**config.mk**
```make
export PLATFORM = sky130hd
export DESIGN_NAME = lid_decoder
export DESIGN_NICKNAME = d
export VERILOG_FILES = /design/src/verilog/lid_pkg.sv /design/src/verilog/lid_decoder.sv
export SDC_FILE = /design/constraint.sdc
export NUM_CORES = 1
export LEC_CHECK = 0
export BUFFER_PORTS_ARGS = -buffer_cell sky130_fd_sc_hd__buf_2
export CAP_MARGIN = 40
export CELL_PAD_IN_SITES_DETAIL_PLACEMENT = 1
export CELL_PAD_IN_SITES_GLOBAL_PLACEMENT = 1
export CORE_MARGIN = 2
export CORE_UTILIZATION = 30
export CTS_CLUSTER_DIAMETER = 30
export DETAILED_ROUTE_END_ITERATION = 16
export GPL_ROUTABILITY_DRIVEN = 0
export PLACE_DENSITY = 0.48
export SYNTH_ARGS = -nofsm -noshare
export SYNTH_HDL_FRONTEND = slang
export SYNTH_SLANG_ARGS = --single-unit
```
**constraint.sdc**
```tcl
create_clock -name sys_clk_i -period 3.4 [get_ports sys_clk_i]
set_clock_uncertainty 0.15 [all_clocks]
set_input_delay 0.34 -clock sys_clk_i [delete_from_list [all_inputs] [get_ports sys_clk_i]]
set_output_delay 0.34 -clock sys_clk_i [all_outputs]
set_load 0.03 [all_outputs]
```
**src/verilog/lid_pkg.sv**
```systemverilog
// Constants and carriers for the LCD instruction decoder.
// Assumes a single 200 MHz clock domain and a host that presents one bus cycle per strobe.
`default_nettype none
package lid_pkg;
   localparam int ADDR_W = 7;
   localparam int TEXT_DEPTH = 128;
   localparam logic [6:0] ADDR_RST = 7'h00;
   localparam logic [7:0] CHAR_RST = 8'h20;
   // Function-set field positions.
   localparam int FS_DL_BIT = 4;
   localparam int FS_N_BIT = 3;
   localparam int FS_BANK_BIT = 2;
   localparam int FS_LSHIFT_BIT = 1;
   localparam int FS_REVERSE_BIT = 0;
   // Extended function-set field positions.
   localparam int EX_FW_BIT = 2;
   localparam int EX_NW_BIT = 0;
   // Display control and shift field positions, then shift reset values.
   localparam int DC_D_BIT = 2;
   localparam int DC_C_BIT = 1;
   localparam int DC_B_BIT = 0;
   localparam int SH_DIR_BIT = 2;
   localparam logic [3:0] LINE_EN_RST = 4'h0;
   localparam logic [7:0] SHIFT_RST = 8'h00;

   typedef enum {
      LID_NOP, LID_HOME, LID_DISP, LID_SHIFT, LID_EXFS, LID_SCROLL, LID_FSET, LID_ADDR, LID_DATA
   } lid_cmd_t;

   typedef struct packed {
      logic register_select;
      logic read_write;
      logic strobe;
      logic [7:0] data;
   } lid_bus_t;

   typedef struct packed {
      logic extended_bank_select;
      logic bus_8bit;
      logic two_line;
      logic line_shift_enable;
      logic reverse_display;
      logic font_6dot;
      logic four_line;
      logic display_on;
      logic cursor_on;
      logic blink_on;
      logic [3:0] scroll_enable;
   } lid_cfg_t;

   // Power-on defaults: byte-wide interface, every other flag off.
   localparam lid_cfg_t CFG_RST = '{bus_8bit: 1'b1, default: '0};
endpackage
`default_nettype wire

```
**src/verilog/lid_decoder.sv**
```systemverilog
// Instruction decoder for a character LCD controller with text RAM.
// Assumes the host strobes one byte per cycle on bus_i and keeps bank discipline.
`timescale 1ns/1ps
`default_nettype none
module lid_decoder #(
   parameter int DEPTH = lid_pkg::TEXT_DEPTH
) (
   // Clock and reset
   input wire logic sys_clk_i,
   input wire logic rst_b_i,
   // Host bus
   input wire lid_pkg::lid_bus_t bus_i,
   // Text RAM read port
   input wire logic [6:0] rd_addr_i,
   output logic [7:0] rd_data_o,
   // Decoded state
   output lid_pkg::lid_cfg_t cfg_o,
   output logic [6:0] addr_o,
   output logic [7:0] shift_o,
   output logic [3:0] shift_lines_o
);
   // Text addresses are 7 bits wide, so a deeper store could never be reached.
   if (DEPTH < 1 || DEPTH > lid_pkg::TEXT_DEPTH) begin : g_depth_check
      $error("DEPTH must be 1..128");
   end

   function automatic lid_pkg::lid_cmd_t decode(input logic is_data, input logic [7:0] d,
                                                input logic bank);
      lid_pkg::lid_cmd_t c;
      c = lid_pkg::LID_NOP;
      if (is_data) c = lid_pkg::LID_DATA;
      else if (d[7]) c = lid_pkg::LID_ADDR;
      else if (d[6:5] == 2'b01) c = lid_pkg::LID_FSET;
      else if (d[6:4] == 3'b001) c = bank ? lid_pkg::LID_SCROLL : lid_pkg::LID_SHIFT;
      else if (d[6:3] == 4'b0001) c = bank ? lid_pkg::LID_EXFS : lid_pkg::LID_DISP;
      else if (d[6:1] == 6'b000001) c = lid_pkg::LID_HOME;
      return c;
   endfunction

   logic [7:0] text_mem [DEPTH];
   lid_pkg::lid_cfg_t cfg_reg, cfg_next;
   logic [6:0] addr_reg, addr_next;
   logic [7:0] shift_reg, shift_next;
   logic [7:0] rd_reg;
   logic [3:0] lines_reg, lines_next;
   lid_pkg::lid_cmd_t cmd;
   logic wr;

   assign wr = bus_i.strobe && !bus_i.read_write;

   always_comb begin
      cmd = wr ? decode(bus_i.register_select, bus_i.data, cfg_reg.extended_bank_select)
               : lid_pkg::LID_NOP;
      cfg_next = cfg_reg;
      addr_next = addr_reg;
      shift_next = shift_reg;
      case (cmd)
         lid_pkg::LID_FSET: begin
            cfg_next.bus_8bit = bus_i.data[lid_pkg::FS_DL_BIT];
            cfg_next.two_line = bus_i.data[lid_pkg::FS_N_BIT];
            cfg_next.extended_bank_select = bus_i.data[lid_pkg::FS_BANK_BIT];
            if (!bus_i.data[lid_pkg::FS_BANK_BIT]) begin
               cfg_next.line_shift_enable = bus_i.data[lid_pkg::FS_LSHIFT_BIT];
               cfg_next.reverse_display = bus_i.data[lid_pkg::FS_REVERSE_BIT];
            end
         end
         lid_pkg::LID_EXFS: begin
            cfg_next.font_6dot = bus_i.data[lid_pkg::EX_FW_BIT];
            cfg_next.four_line = bus_i.data[lid_pkg::EX_NW_BIT];
         end
         lid_pkg::LID_DISP: begin
            cfg_next.display_on = bus_i.data[lid_pkg::DC_D_BIT];
            cfg_next.cursor_on = bus_i.data[lid_pkg::DC_C_BIT];
            cfg_next.blink_on = bus_i.data[lid_pkg::DC_B_BIT];
         end
         lid_pkg::LID_SCROLL: cfg_next.scroll_enable = bus_i.data[3:0];
         lid_pkg::LID_SHIFT: begin
            if (bus_i.data[lid_pkg::SH_DIR_BIT]) shift_next = shift_reg + 8'h01;
            else shift_next = shift_reg - 8'h01;
         end
         lid_pkg::LID_ADDR: addr_next = bus_i.data[6:0];
         lid_pkg::LID_DATA: addr_next = addr_reg + 7'h01;
         lid_pkg::LID_HOME: begin
            addr_next = lid_pkg::ADDR_RST;
            shift_next = lid_pkg::SHIFT_RST;
         end
         default: ;
      endcase
      lines_next = cfg_next.line_shift_enable ? cfg_next.scroll_enable : 4'hF;
   end

   // Asynchronous power-on reset puts every flag to a fixed default.
   always_ff @(posedge sys_clk_i or negedge rst_b_i) begin
      if (!rst_b_i) begin
         cfg_reg <= lid_pkg::CFG_RST;
         addr_reg <= lid_pkg::ADDR_RST;
         shift_reg <= lid_pkg::SHIFT_RST;
      end else begin
         cfg_reg <= cfg_next;
         addr_reg <= addr_next;
         shift_reg <= shift_next;
      end
   end

   // Text RAM has no reset; it is written only by data cycles.
   always_ff @(posedge sys_clk_i) begin
      if (cmd == lid_pkg::LID_DATA && 32'(addr_reg) < DEPTH) begin
         text_mem[addr_reg] <= bus_i.data;
      end
      rd_reg <= (32'(rd_addr_i) < DEPTH) ? text_mem[rd_addr_i] : lid_pkg::CHAR_RST;
   end

   // Per-line shift applies only to enabled lines when line shifting is on.
   always_ff @(posedge sys_clk_i or negedge rst_b_i) begin
      if (!rst_b_i) lines_reg <= lid_pkg::LINE_EN_RST;
      else lines_reg <= lines_next;
   end

   assign rd_data_o = rd_reg;
   assign cfg_o = cfg_reg;
   assign addr_o = addr_reg;
   assign shift_o = shift_reg;
   assign shift_lines_o = lines_reg;
endmodule
`default_nettype wire

```
**Yosys cells after proc, flatten, opt, wreduce, memory -nomap -nowiden**

Memory sizes are Yosys's and may differ from the RTL's. A register that Yosys moved wholly into a read port is not among the register bits.
Index checks and enable logic that the tools add are counted.

- Register bits: 33
- RAM bits: 1,024
- Input bits: 20
- Output and inout bits: 41
- Word-level logic and storage cells: 55
- Memories kept: 1

- $add $sub $neg: 3
- Equal/unequal tests: 13
- Mux-type cells: 18
- Bitwise operators: 1
- Reduce and logical (&&, ||, !) cells: 5

Memory list:

| name | depth | width | read ports | clocked after Yosys merged registers in | write ports | RTL line | source |
|---|---|---|---|---|---|---|---|
| text_mem | 128 | 8 | 1 | 1 | 1 | lid_decoder.sv:40 | `logic [7:0] text_mem [DEPTH];` |

Operator list:

| cell | number |
|---|---|
| $eq 32x3->1 const B | 4 |
| $mux 32 | 3 |
| $eq 32x2->1 const B | 2 |
| $eq 32x1->1 const B | 1 |
| $eq 32x4->1 const B | 1 |
| $eq 32x5->1 const B | 1 |
| $pmux 7 s3 | 1 |
| $pmux 8 s2 | 1 |
| $mux 3 | 5 |
| $add 8x1->8 const B | 1 |
| $mux 4 | 2 |
| $mux 8 | 1 |
| $sub 8x1->8 const B | 1 |
| $add 7x1->7 const B | 1 |
| $eq 6x1->1 const B | 1 |
| $eq 4x1->1 const B | 1 |
| $mux 2 | 2 |
| $eq 3x1->1 const B | 1 |
| $mux 1 | 3 |
| $reduce_bool 3->1 | 1 |
| $eq 2x1->1 const B | 1 |
| $reduce_and 2->1 | 1 |
| $reduce_bool 2->1 | 1 |
| $logic_and 1x1->1 | 1 |
| other kinds (2) | 2 |

**Longest topological paths before layout**

- Word-level depth: 11
- Gate-level depth with buffers: 10
- Gate-level depth less buffers: 8

**Least setup slack after synthesis**

Ideal clock, no wire load.

- Kind: register -> register
- From: register addr_reg[1] (netlist: addr_o[1])
- To: memory text_mem[120][0], enable pin
- Setup time: 371 ps
- Arrival time: 2,040 ps
- Data required time: 2,879 ps
- Setup slack: 840 ps
- Stages on the path, launching flop included: 7
- Buffers on the path: 3
- Clock period less this slack: 2,560 ps
- Cell sequence: dfrtp_1 -> clkbuf_1 -> or3_1 -> clkbuf_1 -> or2_2 -> clkbuf_1 -> nor2_1

RTL lines:

| item | RTL line | source |
|---|---|---|
| from (decl) | lid_decoder.sv:42 | `logic [6:0] addr_reg, addr_next;` |
| from (signal assigned) | lid_decoder.sv:96 | `addr_reg <= lid_pkg::ADDR_RST;` |
| from (signal assigned) | lid_decoder.sv:100 | `addr_reg <= addr_next;` |
| to (decl) | lid_decoder.sv:40 |  |

Straight into the memory's write port.

==> flow_summary.json <==
{
  "status": "complete, no violations",
  "place_hpwl_um": 75500,
  "worstRegToRegCells": 6,
  "insertion_delay_ns": 0.87,
  "drtIter0Drc": 1646,
  "synth-edff-count": 1024,
  "min_path_type": "primary input to flip-flop",
  "powerDensity_nw_per_um2": 771,
  "die_height_um": 376,
  "firstDrtPassIters": 5,
  "hold_depth": 6,
  "syn_avg_cell_area_um2": 20.0,
  "ys_seq_area_share_pct": 76.5,
  "cts_setup_buffers": 0,
  "slew_violations": 0,
  "maxCapViolations": 0,
  "grt_overflow": 0,
  "ant_nets": 0,
  "cts_buffers": 281,
  "wire_per_inst_um": 26.4,
  "min_period_ns": 2.72,
  "synth_top_area_cell": "edfxtp_1",
  "placed_area_um2": 45500,
  "muxShareOfSynthArea_pct": 14.1,
  "hold_start": "bus_i[10]",
  "crit_type": "flip-flop to flip-flop",
  "synth_top_family_by_area": "multiplexers",
  "area_growth_pct": 32.1,
  "h-tree-depth": 5,
  "placedCellCount": 4054,
  "synth_fa_ha_area_share_pct": 0.259,
  "cp.required_ns": 3.93,
  "clkPwrFrac_pct": 59.9,
  "grt_max_degree": 74,
  "leakage_nw": 18.6,
  "grt_antenna_before_repair": 7,
  "rsz0062_at_grt": "false",
  "crit_arrival_ns": 3.26,
  "cts_tree": "yes",
  "p_seq_share_pct": 34.8,
  "die_x_um": 376,
  "setup.worst_path.end_class": "flip-flop",
  "clockBufferDepth": 4,
  "max_slew_margin_pct": 39.8,
  "drt_wl_total_um": 120000,
  "drc": 0,
  "yosys_warnings": 0,
  "p_sw_mw": 9.12,
  "num_vias": 22400,
  "grt_pass1_wl_um": 175000,
  "synth_top_cell_area_share_pct": 74.2,
  "path_max_fanout": 1,
  "synthesis.area_um2": 41500,
  "post-route-period-util_pct": 80.1,
  "hold_viol": 0,
  "holdBufCountCts": 13,
  "synthTopCellsByArea": "edfxtp_1 (74%), mux4_2 (10%), mux2_2 (2.1%)",
  "ys.flop_type": "edfxtp_1",
  "num_io_pins": 61,
  "setup_slack_ns": 0.676,
  "tns_ns": 0,
  "grt_pass1_vias": 24800,
  "synth_nets": 2106,
  "synthCells": 2078,
  "fmax_ghz": 0.367,
  "start_kind": "flip-flop",
  "crit_start": "text_mem[28][0]",
  "p_sw_share_pct": 21.6,
  "cts_root_buf": "clkbuf_16",
  "fillers": 13100,
  "ir_drop_mv": 0.410,
  "track_usage_pct": 17.1,
  "synth_xor_area_share_pct": 0.0845,
  "coreArea_um2": 137000,
  "synth_compound_area_share_pct": 4.57,
  "yosysUniqueCellTypes": 51,
  "synthSimpleGateAreaFrac_pct": 2.97,
  "seq_area_um2": 31700,
  "multiInputGateArea_um2": 9140,
  "row_count": 136,
  "viasPerCell": 4.93,
  "die_area_um2": 141000,
  "rr_startpoint": "text_mem[28][0]",
  "worst_slew_pin_slew_ns": 0.903,
  "yosys_register_bits": 1065,
  "drive_above_1_share_pct": 36.1,
  "ctsResizeCount": 0,
  "initial_utilization_pct": 30.2,
  "path_clk_slew_ns": 0.04,
  "nNetsFinal": 2584,
  "post-place-ws_ns": 0.125,
  "p_comb_share_pct": 5.3,
  "holdWs_ns": 0.0658,
  "stdcell_count": 4553,
  "setup_violations": 0,
  "cts_sinks": 1065,
  "io_buffers": 60,
  "internal_power_mw": 33.1,
  "final_design_area_no_fill_um2": 54800,
  "async_flop_share_pct": 3.10
}
worst paths after layout:
kind,end,slack (ns)
max,rd_data_o[0],0.68
max reg2reg,rd_data_o[0],0.68
min,cfg_o[4],0.07
min reg2reg,cfg_o[8],0.34
max in group asynchronous,async pin,2.33
min in group asynchronous,addr_o[5],0.35
registers in the layout, summed over array words and instances (netlist names), named ones only:
signal and cells:
text_mem 1024, cfg_o 13, rd_data_o 8, shift_o 8, addr_o 7, shift_lines_o 4
final cells by class:
type,instances,area share (%)
antenna,2,0.00914
clock buffer,324,13.4
clock inverter,160,3.13
inverter,7,0.0480
multi-input combinational,883,16.7
sequential,1065,58.0
tap,1794,4.10
timing repair buffer,318,4.62
logic make-up (layout without fill, tap and decap cells):
kind of cell,count (synthesis),count (layout)
AOI/OAI and AO/OA,261,261
xor gates and xnor gates,4,4
adders and majority gates,8,8
buffers and inverters,130,809
DFF,1065,1065
muxes,335,335
other,0,2
and+or+nand+nor,275,275
critical path, stage by stage (launching register included):
cell and delay (ns):
edfxtp_1 0.35, mux4_2 0.49, a22o_1 0.28, a221oi_1 0.46, o22ai_1 0.21, nor3_1 0.40, o221ai_1 0.20
synth_stat cells, types with 3 or more instances:
library cell  instances
a21oi_1              21
a221o_1              20
a221oi_1             16
a22o_1               17
a22oi_1              81
and3_1                3
buf_1                 9
buf_2                36
buf_4                 6
buf_6                 7
clkbuf_1             65
dfrtp_1              32
dfxtp_1               8
edfxtp_1           1024
ha_1                  7
inv_1                 7
mux2_2               77
mux2i_1              66
mux4_2              192
nand2_1              28
nand2b_1              8
nand3_1              17
nand3b_1              7
nand4_1               3
nor2_1              163
nor2b_1               8
nor3_1               15
nor3b_1               4
o21ai_0              42
o221ai_1             24
o22ai_1              24
o31ai_1               3
o41ai_1               4
or2_2                 9
cells in the final DEF (no fill, tap or decap), types with 21 or more instances in the layout:
master / Yosys / routed
a21oi_1: 21 / 21
clkinv_2: 0 / 42
bufinv_16: 0 / 34
dfrtp_1: 32 / 32
clkinv_1: 0 / 49
clkbuf_1: 65 / 34
buf_4: 6 / 235
mux4_2: 192 / 192
nand2_1: 28 / 28
o22ai_1: 24 / 24
nor2_1: 163 / 161
o221ai_1: 24 / 24
a22oi_1: 81 / 81
o21ai_0: 42 / 42
clkinvlp_4: 0 / 21
edfxtp_1: 1024 / 1024
mux2_2: 77 / 77
mux2i_1: 66 / 66
buf_2: 36 / 50
clkbuf_16: 0 / 288
routing by layer:
metal	GRT usage (%)	share of wire [%]
met1	22.2	43
met2	27.4	48
met3	3.86	5.1
met4	7.84	3.9
met5	0	0
per-stage QoR:
stage	utilization, %	total power [mW]
floorplan	-	16.0
global placement	33.1	17.1
detailed placement	33.2	17.2
CTS	39.9	42.8
global route	39.9	43.5
finish	39.9	42.2
power by group through the flow:
stage               sequential [mW]  clock [mW]  combinational [mW]
floorplan                      15.0           0               0.968
global placement               14.9           0                2.21
detailed placement             14.9           0                2.25
CTS                            14.7        25.8                2.27
global route                   14.7        26.4                2.39
finish                         14.7        25.3                2.23
Power figures use the tool's default switching activity.
